File: config.mk
export PLATFORM = sky130hd
export DESIGN_NAME = scce_evaluator
export DESIGN_NICKNAME = d
export VERILOG_FILES = /design/src/hdl/scce_pkg.sv /design/src/hdl/scce_evaluator.sv
export SDC_FILE = /design/constraint.sdc
export NUM_CORES = 1
export LEC_CHECK = 0
export BUFFER_PORTS_ARGS = -buffer_cell sky130_fd_sc_hd__buf_2
export CAP_MARGIN = 20
export CELL_PAD_IN_SITES_DETAIL_PLACEMENT = 0
export CELL_PAD_IN_SITES_GLOBAL_PLACEMENT = 1
export CORE_UTILIZATION = 35
export CTS_CLUSTER_DIAMETER = 80
export CTS_CLUSTER_SIZE = 14
export DETAILED_ROUTE_END_ITERATION = 10
export PLACE_DENSITY = 0.85
export SKIP_LAST_GASP = 1
export SLEW_MARGIN = 20
export SYNTH_ARGS = -nofsm -noshare
export SYNTH_HDL_FRONTEND = slang
export SYNTH_SLANG_ARGS = --single-unit
File: constraint.sdc
create_clock -name pclk -period 2.8 [get_ports pclk]
set_input_delay 0.42 -clock pclk [delete_from_list [all_inputs] [get_ports pclk]]
set_output_delay 0.42 -clock pclk [all_outputs]
set_load 0.05 [all_outputs]
File: src/hdl/scce_pkg.sv
/*
  shared constants and types for the screen contamination evaluator:
  register map, field positions, reset values, strategy codes, sector layout.
  assumes a 32-bit apb register bus and six screen sectors.
*/
package scce_pkg;

  // sector layout
  localparam int unsigned SECTOR_COUNT = 6;
  localparam int unsigned GROUP_SIZE = 3;
  localparam int unsigned COUNT_W = 3;

  // apb register byte addresses
  localparam int unsigned ADDR_W = 12;
  localparam logic [11:0] CTRL_ADDR = 12'h000;
  localparam logic [11:0] STATUS_ADDR = 12'h004;
  localparam logic [11:0] SECTOR_ADDR = 12'h008;

  // field positions
  localparam int unsigned STRAT_LSB = 0;
  localparam int unsigned STRAT_W = 3;
  localparam int unsigned STATUS_WARN_BIT = 0;
  localparam int unsigned STATUS_ERR_BIT = 1;
  localparam int unsigned SECT_WARN_LSB = 0;
  localparam int unsigned SECT_ERR_LSB = 8;

  // evaluation strategies, code order is the register encoding
  typedef enum logic [2:0] {
    strat_off,
    strat_high_avail,
    strat_avail,
    strat_semi,
    strat_sensitive
  } scce_strategy_type;

  // semi-sensitive thresholds
  localparam logic [COUNT_W-1:0] SEMI_ERR_ONE = 3'h1;
  localparam logic [COUNT_W-1:0] SEMI_ERR_MANY = 3'h2;
  localparam logic [COUNT_W-1:0] SEMI_WARN_MANY = 3'h2;

  // reset values
  localparam scce_strategy_type STRAT_RESET = strat_off;
  localparam logic [SECTOR_COUNT-1:0] SECTOR_RESET = 6'h00;
  localparam logic [31:0] RDATA_RESET = 32'h0000_0000;

  // per-sector limit flags as one bundle
  typedef struct packed {
    logic [SECTOR_COUNT-1:0] err;
    logic [SECTOR_COUNT-1:0] warn;
  } scce_sector_type;

  // combined result
  typedef struct packed {
    logic err;
    logic warn;
  } scce_result_type;

endpackage : scce_pkg

File: src/hdl/scce_evaluator.sv
/*
  screen contamination evaluator: synchronises the six-sector warning and
  error limit flags, combines them by the selected strategy into one
  contamination warning and one error, drives the status indicators and
  offers strategy, result and sector state over an apb slave.
  assumes: sector flags come asynchronously from a separate measurement
  front end; the apb master runs on pclk.
*/
// Implementation choices: the address map and the APB register port.

// How it works
// evaluate continuously from dedicated sector flags
// warning limit lower than error limit
// deactivated strategy keeps both flags low
// high availability needs all six sectors
// available: all three of either half
// semi: no errors, <=1 warning, nothing
// semi: one error, >=2 warnings, warning
// semi: two or more errors, error
// sensitive: any single sector suffices
// results drive the status indicator outputs
// other semi combinations give warning only
`timescale 1ns/1ps

module scce_evaluator (
  input wire logic pclk,
  input wire logic presetn,
  input wire logic ce,
  input wire logic psel,
  input wire logic penable,
  input wire logic pwrite,
  input wire logic [11:0] paddr,
  input wire logic [31:0] pwdata,
  input wire logic [3:0] pstrb,
  output logic [31:0] prdata,
  output logic pready,
  output logic pslverr,
  input wire logic [5:0] sector_warn_in,
  input wire logic [5:0] sector_err_in,
  output logic contamination_warn,
  output logic contamination_err,
  output logic status_warn_led,
  output logic status_err_led
);

  localparam int unsigned SYNC_W = 2 * scce_pkg::SECTOR_COUNT;

  // count the sectors whose flag is set
  function automatic logic [scce_pkg::COUNT_W-1:0] count_set(
    input logic [scce_pkg::SECTOR_COUNT-1:0] v
  );
    logic [scce_pkg::COUNT_W-1:0] n;
    n = '0;
    for (int i = 0; i < scce_pkg::SECTOR_COUNT; i++)
    begin
      n = n + {{(scce_pkg::COUNT_W-1){1'b0}}, v[i]};
    end
    return n;
  endfunction : count_set

  // either half of the screen fully at its limit
  function automatic logic half_full(
    input logic [scce_pkg::SECTOR_COUNT-1:0] v
  );
    logic right_full;
    logic left_full;
    right_full = &v[scce_pkg::GROUP_SIZE-1:0];
    left_full = &v[scce_pkg::SECTOR_COUNT-1:scce_pkg::GROUP_SIZE];
    return right_full | left_full;
  endfunction : half_full

  // one-hot register select: bit 0 control, bit 1 status, bit 2 sectors;
  // an unmapped address gives all zeros and is answered with pslverr;
  // kept as a function so the bus answer and the read side decode alike
  function automatic logic [2:0] decode_addr(
    input logic [scce_pkg::ADDR_W-1:0] a
  );
    logic [2:0] sel;
    sel = 3'h0;
    if (a == scce_pkg::CTRL_ADDR)
    begin
      sel = 3'h1;
    end
    else if (a == scce_pkg::STATUS_ADDR)
    begin
      sel = 3'h2;
    end
    else if (a == scce_pkg::SECTOR_ADDR)
    begin
      sel = 3'h4;
    end
    else
    begin
      sel = 3'h0;
    end
    return sel;
  endfunction : decode_addr

  // ---------------------------------------------------------------
  // sector input synchronisers
  // ---------------------------------------------------------------
  logic [SYNC_W-1:0] raw_in;
  logic [SYNC_W-1:0] sync1_q;
  logic [SYNC_W-1:0] sync2_q;
  logic [SYNC_W-1:0] sync3_q;
  logic [SYNC_W-1:0] stable_q;
  logic [SYNC_W-1:0] stable_d;

  assign raw_in = {sector_err_in, sector_warn_in};

  // three stages per bit; a change counts once stages two and three agree,
  // which also rejects a single-cycle glitch from the front end
  // limitation: a change held for fewer than two cycles may be lost
  genvar g;
  generate
    for (g = 0; g < SYNC_W; g++)
    begin : g_sync
      assign stable_d[g] = (sync2_q[g] == sync3_q[g]) ? sync3_q[g] : stable_q[g];

      always_ff @(posedge pclk or negedge presetn)
      begin
        if (!presetn)
        begin
          sync1_q[g] <= 1'b0;
          sync2_q[g] <= 1'b0;
          sync3_q[g] <= 1'b0;
          stable_q[g] <= 1'b0;
        end
        else if (ce)
        begin
          sync1_q[g] <= raw_in[g];
          sync2_q[g] <= sync1_q[g];
          sync3_q[g] <= sync2_q[g];
          stable_q[g] <= stable_d[g];
        end
      end
    end
  endgenerate

  // cleaned sector flags, used by the evaluation and readable by software
  scce_pkg::scce_sector_type sectors;

  assign sectors.warn = stable_q[scce_pkg::SECTOR_COUNT-1:0];
  assign sectors.err = stable_q[SYNC_W-1:scce_pkg::SECTOR_COUNT];

  // ---------------------------------------------------------------
  // apb slave
  // ---------------------------------------------------------------
  scce_pkg::scce_strategy_type strategy_q;
  scce_pkg::scce_strategy_type strategy_d;
  scce_pkg::scce_result_type result_q;
  scce_pkg::scce_result_type result_d;
  logic [31:0] prdata_q;
  logic [31:0] rdata_d;
  logic pready_q;
  logic pslverr_q;
  logic addr_hit;
  logic access;
  logic complete;
  logic wr_ctrl;
  logic code_valid;
  logic [scce_pkg::STRAT_W-1:0] wr_code;
  logic [2:0] reg_sel;
  logic sel_ctrl;
  logic sel_status;
  logic sel_sector;
  logic warn_led_q;
  logic err_led_q;

  // one wait state: pready rises in the cycle after the access phase opens,
  // so read data and the error answer can come from flip-flops
  assign access = psel & penable & ~pready_q;
  assign complete = psel & penable & pready_q;

  // address decode; writes to the read-only registers are ignored quietly
  assign reg_sel = decode_addr(paddr);
  assign sel_ctrl = reg_sel[0];
  assign sel_status = reg_sel[1];
  assign sel_sector = reg_sel[2];
  assign addr_hit = |reg_sel;

  // codes past the last strategy are dropped so the setting stays meaningful
  assign wr_code = pwdata[scce_pkg::STRAT_LSB +: scce_pkg::STRAT_W];
  assign code_valid = (wr_code <= scce_pkg::STRAT_W'(scce_pkg::strat_sensitive));
  assign wr_ctrl = complete & pwrite & pstrb[0] & code_valid &
                   sel_ctrl;

  // read multiplexer
  always_comb
  begin
    rdata_d = '0;
    if (sel_ctrl)
    begin
      rdata_d[scce_pkg::STRAT_LSB +: scce_pkg::STRAT_W] = strategy_q;
    end
    else if (sel_status)
    begin
      rdata_d[scce_pkg::STATUS_WARN_BIT] = result_q.warn;
      rdata_d[scce_pkg::STATUS_ERR_BIT] = result_q.err;
    end
    else if (sel_sector)
    begin
      rdata_d[scce_pkg::SECT_WARN_LSB +: scce_pkg::SECTOR_COUNT] = sectors.warn;
      rdata_d[scce_pkg::SECT_ERR_LSB +: scce_pkg::SECTOR_COUNT] = sectors.err;
    end
    else
    begin
      rdata_d = '0;
    end
  end

  // strategy register takes a write at the completing edge only
  assign strategy_d = wr_ctrl ? scce_pkg::scce_strategy_type'(wr_code) : strategy_q;

  // bus answer flops
  always_ff @(posedge pclk or negedge presetn)
  begin
    if (!presetn)
    begin
      pready_q <= 1'b0;
      pslverr_q <= 1'b0;
      prdata_q <= scce_pkg::RDATA_RESET;
    end
    else if (ce)
    begin
      pready_q <= access;
      pslverr_q <= access & ~addr_hit; // unmapped address
      prdata_q <= access ? rdata_d : scce_pkg::RDATA_RESET;
    end
  end

  // strategy register, kept apart so each flop process stays short
  always_ff @(posedge pclk or negedge presetn)
  begin
    if (!presetn)
    begin
      strategy_q <= scce_pkg::STRAT_RESET;
    end
    else if (ce)
    begin
      strategy_q <= strategy_d;
    end
  end

  // answer outputs come straight from their flops
  assign prdata = prdata_q;
  assign pready = pready_q;
  assign pslverr = pslverr_q;

  // ---------------------------------------------------------------
  // contamination evaluation
  // ---------------------------------------------------------------
  logic [scce_pkg::COUNT_W-1:0] warn_cnt;
  logic [scce_pkg::COUNT_W-1:0] err_cnt;
  logic semi_quiet;
  logic semi_warn;
  logic semi_err;

  // limitation: a pin change reaches the result flops five edges later
  assign warn_cnt = count_set(sectors.warn);
  assign err_cnt = count_set(sectors.err);

  // semi-sensitive cases, error has priority over the warning cases
  assign semi_err = (err_cnt >= scce_pkg::SEMI_ERR_MANY);
  assign semi_quiet = (err_cnt == '0) &
                      (warn_cnt < scce_pkg::SEMI_WARN_MANY);
  // one error with many warnings, plus every leftover combination
  assign semi_warn = ((err_cnt == scce_pkg::SEMI_ERR_ONE) &
                      (warn_cnt >= scce_pkg::SEMI_WARN_MANY)) |
                     (~semi_err & ~semi_quiet);

  // warning and error each test their own limit flags; the front end sets
  // the warning limit at a lower contamination, so warning shows first
  always_comb
  begin
    result_d = '0;
    case (strategy_q)
      scce_pkg::strat_off:
      begin
        result_d = '0;
      end
      scce_pkg::strat_high_avail:
      begin
        result_d.warn = &sectors.warn;
        result_d.err = &sectors.err;
      end
      scce_pkg::strat_avail:
      begin
        result_d.warn = half_full(sectors.warn);
        result_d.err = half_full(sectors.err);
      end
      scce_pkg::strat_semi:
      begin
        result_d.warn = semi_warn & ~semi_err;
        result_d.err = semi_err;
      end
      scce_pkg::strat_sensitive:
      begin
        result_d.warn = |sectors.warn;
        result_d.err = |sectors.err;
      end
      default:
      begin
        result_d = '0;
      end
    endcase
  end

  // result register, refreshed every enabled cycle
  always_ff @(posedge pclk or negedge presetn)
  begin
    if (!presetn)
    begin
      result_q <= '0;
    end
    else if (ce)
    begin
      result_q <= result_d;
    end
  end

  // indicator flops load the same next value as the result flops; a copy of
  // their own keeps every output on a flip-flop and lets the pins sit apart
  always_ff @(posedge pclk or negedge presetn)
  begin
    if (!presetn)
    begin
      warn_led_q <= 1'b0;
      err_led_q <= 1'b0;
    end
    else if (ce)
    begin
      warn_led_q <= result_d.warn;
      err_led_q <= result_d.err;
    end
  end

  // result outputs and indicators
  assign contamination_warn = result_q.warn;
  assign contamination_err = result_q.err;
  assign status_warn_led = warn_led_q;
  assign status_err_led = err_led_q;

endmodule : scce_evaluator

# Word-level counts from Yosys, hierarchy flattened
# Cells that the tools add are included.
# totals
reg_bits	87
latch_bits	0
mem_bits_rw	0
rom_bits	0
inputBits	66
elab_cells	141
memories	0
# op_classes
addsub	10
n_mul	0
n_div	0
n_lt_le_gt_ge	4
eq_ne	19
shifts	0
muxes	11
n_bitwise	19
n_reduce_logical	24
# op_table
operator	n
two-way mux 32 bit	1
two-way mux 29 bit	1
AND reduction 2 bit	13
adder 3 x 1 -> 3 bit	6
bitwise AND 1 bit	12
== test 1 bit	12
== test 12 x 3 -> 1 bit (second input constant)	1
== test 12 x 4 -> 1 bit (second input constant)	1
zero test 12 bit	1
two-way mux 12 bit	1
two-way mux 3 bit	4
two-way mux 6 bit	2
AND reduction 3 bit	4
AND reduction 6 bit	2
OR reduction 6 bit	2
case mux 2 bit (4 select lines)	1
adder 2 x 1 -> 3 bit	2
== test 3 x 1 -> 1 bit (second input constant)	2
== test 3 x 2 -> 1 bit (second input constant)	2
>= comparator 3 x 2 -> 1 bit (second input constant)	2
adder 1 x 1 -> 2 bit	2
NOT 1 bit	4
== test 3 bit (second input constant)	1
less-or-equal comparator 3 bit (second input constant)	1
5 further kinds	7

# Logic depth before layout (Yosys ltp)
# logic_depth
word_depth	12
ltp_mapped	11
mapped_depth_nobuf	11

# Least setup slack after synthesis
# OpenSTA, ideal clock, no wires.
# synth_path
kind	flip-flop to flip-flop
start	reg stable_q[6] (netlist: sectors[6])
end	reg warn_led_q (netlist: status_warn_led)
setup_time_ps	82
arrival_time_ps	2527
slack_ps	191
stages_incl_launch_ff	12
synth_period_minus_slack_ps	2609
path_cell_list	dfrtp_1 -> inv_1 -> fa_1 -> fa_1 -> inv_1 -> ha_1 -> inv_1 -> fa_1 -> nand3_1 -> o32ai_1 -> nand3b_1 -> a31oi_1
# synth_between
elab_chain_cells	12
elab_cells_between_ends	16
# synth_lines
element	line	rtl
start, declared	scce_evaluator.sv:106	logic [SYNC_W-1:0] stable_q;
start signal, assigned by index	scce_evaluator.sv:134	stable_q[g] <= stable_d[g];
adder 1 x 1 -> 2 bit *	scce_evaluator.sv:56	n = n + {{(scce_pkg::COUNT_W-1){1'b0}}, v[i]};
adder 2 x 1 -> 3 bit *	scce_evaluator.sv:56	
adder 3 x 1 -> 3 bit * (3 in series)	scce_evaluator.sv:56	
parallel branches: the longest is 5 deep, another holds >= comparator 3 x 2 -> 1 bit	-	
bitwise AND 1 bit *	scce_evaluator.sv:294	result_d.warn = semi_warn & ~semi_err;
case mux 2 bit (4 select lines) *	scce_evaluator.sv:277	case (strategy_q)
end signal, assigned	scce_evaluator.sv:333	warn_led_q <= result_d.warn;
end, declared	scce_evaluator.sv:167	logic warn_led_q;
# Every way passes the cells marked *.
# A chain may end at the register's enable or synchronous reset.

# Worst setup path in the final report
# layout_path
start	reg stable_q[9] (netlist: sectors[9])
end	reg warn_led_q (netlist: status_warn_led)
# layout_between
elab_chain_cells	10
elab_cells_between_ends	14
# layout_lines
element	line
adder 3 x 1 -> 3 bit * (3 in series)	scce_evaluator.sv:56
parallel branches: the longest is 5 deep, another holds >= comparator 3 x 2 -> 1 bit	-
bitwise AND 1 bit *	scce_evaluator.sv:294
case mux 2 bit (4 select lines) *	scce_evaluator.sv:277
# Marked as above.

==> summary.txt <==
Synthesis
  – Synth Instances: between 200 and 300
  – Largest cells by area after synthesis: dfrtp_1 (52%), mux2_2 (9.5%), o21ai_0 (5.8%)
  – Average size of a mapped cell: 11.16 sq um
  – Register bit total from synthesis: 67
  – Asr flop ratio synth: 100.0%
  – Number of synthesized flops with an enable pin: 0
  – Top_reg_cell synth: dfrtp_1
  – Synthesized area: ~3200 sq um
  – Seq/Total Area, Yosys: 52.18%
  – Synth cell types: 38
  – Count of yosys warnings during synthesis: 0
  – Yosys top cell by area: dfrtp_1
  – Area share of the largest cell type after synthesis: 52.18%

Finish
  – Fin nets: 422
  – Area of the multi-input gates: roughly 1300 sq um
  – Diodes inserted: 0
  – FILL cells: 830
  – Commonest non-fill, non-tap cell in the layout: dfrtp_1
  – Fraction of layout cells with a size suffix above 1: 31.14%
  – P&R area growth vs syn: 18.22%
  – Most frequent cells in the layout: dfrtp_1 (67), buf_2 (51), o21ai_0 (37)
  – Seq. cell area: 1677 sq um

GRT
  – Vias in the first global route: 2115
  – First-pass GRT wire length: 9867 um
  – Global route overflow: 0
  – GRT Total Usage: 13.15%
  – Initial antenna violation count: 0
  – Largest net degree at the start of global routing: between 60 and 70

Route
  – Initial DRC count: 81
  – Total routed wirelength: 5882 um
  – Residual DRC: 24
  – Via-to-Cell Ratio: about 4.8
  – Routed Antenna Nets: 0
  – Pre-antenna DRT Iters: 7
  – Drt wl/cell: around 13 um
  – Vias after detailed routing: 2203

Run
  – Max cap viols: 0

Critical path
  – R2R cell count: 11
  – R2R Path Start: sectors[9]$_DFFE_PN0P_
  – FF-to-FF End: status_warn_led$_DFFE_PN0P_
  – Data required time of the critical path: 3050 ps
  – WP data arrival: 2950 ps
  – R2R setup slack: 110 ps
  – CP Capture Type: register
  – CP startpoint kind: register
  – CP Max Fanout: 2
  – Setup CP Type: reg2reg

STA
  – Clock period minus worst slack: 2691 ps
  – Final hold vios: 0
  – Max Slew Vio Count: 0
  – Setup TNS: 0 ps
  – Crit share post-route: between 90% and 100%
  – Max-slew headroom: 47.36%
  – Worst Tran Pin Value: 788.7 ps
  – Fmax: 371.5 MHz
  – RSZ-0062 raised after global routing: true
  – Worst clock skew: around 9.2 ps
  – Final setup viols: 0
  – Final setup margin: between 100 and 150 ps

Status
  – Violated checks: DRC
  – Status: finished with violations

Die
  – Row count: 34
  – Die W: 97.82 um
  – Die area: 9568 sq um
  – Num ports: 104
  – Total core area: 8806 sq um
  – Initial Util: 36.49%
  – Die Y: 97.82 um

Clocking
  – Clk_lat worst skew: 340 ps
  – # clock sinks: 67
  – Num CTS Buffers: 9
  – CTS tree: built
  – CTS H-tree depth: 3
  – Clk slew on worst S/H paths: 70 ps
  – CTS root buffer: clkbuf_8
  – Max clock buf depth: 2

Placement
  – Final Wtd Congestion: 0.7799
  – Post-place setup slack: 80.14 ps
  – Port Buf Inserts: 51
  – Dpl hpwl: between 4000 and 5000 um

Power and ir drop
  – Gate power share: between 20% and 30%
  – Power per cell area: between 800 and 900 nW/um^2
  – Clock network fraction of design power: 31.2%
  – Switching Fraction: 31.59%
  – Flop pwr share: 40.5%
  – Total power: slightly above 3 mW
  – Maximum vdd ir drop: 0.3509 mV
  – Internal power: 2.107 mW
  – Psw: 972.8 uW
  – P_leak: 1.845 nW

Worst hold path
  – Hold WC Path Type: in2async
==> power groups by stage <==
| stage | Clock (mW) | Combinational [mW] | Sequential [mW] |
|---|---|---|---|
| floorplan | 0 | 0.585 | 1.26 |
| global placement | 0 | 0.806 | 1.26 |
| detailed placement | 0 | 0.868 | 1.27 |
| CTS | 0.981 | 0.864 | 1.25 |
| global route | 1.02 | 1.02 | 1.27 |
| finish | 0.960 | 0.872 | 1.25 |
==> stage by stage <==
step	std cells	hold WS, ps	cell area [sq um]	util, %
2_1_floorplan	307	124.4	3284	-
3_3_place_gp	441	485.7	3542	40.22
3_5_place_dp	441	490.3	3542	40.22
4_1_cts	457	172.0	3784	42.97
5_1_grt	458	214.2	3799	43.14
6_report	458	156.1	3799	43.14
==> worst max-delay path by stage <==
stage / start / to / slack [ps] / cells past startpoint
after floorplan: sectors[6]$_DFFE_PN0P_ / status_warn_led$_DFFE_PN0P_ / 190 / 11
after global placement: sectors[6]$_DFFE_PN0P_ / status_warn_led$_DFFE_PN0P_ / 150 / 11
after detailed placement: sectors[6]$_DFFE_PN0P_ / status_warn_led$_DFFE_PN0P_ / 80 / 11
after CTS: sectors[6]$_DFFE_PN0P_ / status_warn_led$_DFFE_PN0P_ / 80 / 11
after global routing: sectors[9]$_DFFE_PN0P_ / status_warn_led$_DFFE_PN0P_ / -90 / 11
final: sectors[9]$_DFFE_PN0P_ / status_warn_led$_DFFE_PN0P_ / 110 / 11
==> Yosys cell counts (all sizes together), types with 2 or more instances <==
library cell	count
nor2b	2
nand3	5
nor4b	2
a21o	2
buf	26
nor4	4
a22o	10
fa	6
a211oi	2
mux2i	3
a21oi	16
o32ai	2
clkbuf	8
o2bb2ai	2
o21ai	37
nand2	16
inv	28
mux2	27
nand4	2
nor2	5
dfrtp	67
ha	5
==> metal layers <==
| layer | GRT usage (%) | up-vias | share of wire, % |
|---|---|---|---|
| met2 | 21.00 | 78 | 47 |
| met4 | 5.245 | 0 | 1.4 |
| met5 | 0 | - | 0 |
| li1 | - | 1069 | - |
| met1 | 16.85 | 1048 | 44 |
| met3 | 3.865 | 8 | 7.2 |
==> kinds of logic after synthesis <==
| group | synth area share, % |
|---|---|
| buf+inv | 9.891 |
| simple gates | 7.477 |
| other cells | 0.1167 |
| fa+ha+maj | 5.686 |
| flops | 52.18 |
| mux | 10.40 |
| compound gates | 14.25 |
==> area by class of cell <==
cell class	count	area share [%]
inverter	28	2.767
sequential	67	44.14
clock buffer	11	3.722
clock inverter	5	2.635
tap	108	3.557
timing repair buffer	61	9.025
multi-input combinational	178	34.16
==> worst max-delay path, cell delays in order, from the launching register on <==
cell and delay [ps]:
dfrtp_1 350, inv_1 60, fa_1 550, fa_1 410, inv_1 70, ha_1 130
inv_1 50, fa_1 500, nand3_1 100, o32ai_2 120, nand3b_1 100, a31oi_1 160
==> sequential cells by signal, indices dropped and copies added, names as in the netlist <==
signal	count
strategy_q	3
sync2_q	12
pready	1
sync1_q	12
sync3_q	12
pslverr	1
status_warn_led	1
prdata	12
contamination_err	1
sectors	12
==> timing repair <==
action / 4_1_cts / 5_1_grt
endpoints found under the setup margin: 0 / 2
hold buffers: 0 / 0
buffers inserted: 0 / 1
gates resized for setup: 0 / 1
Note: power is estimated with default switching activity, not from simulation.
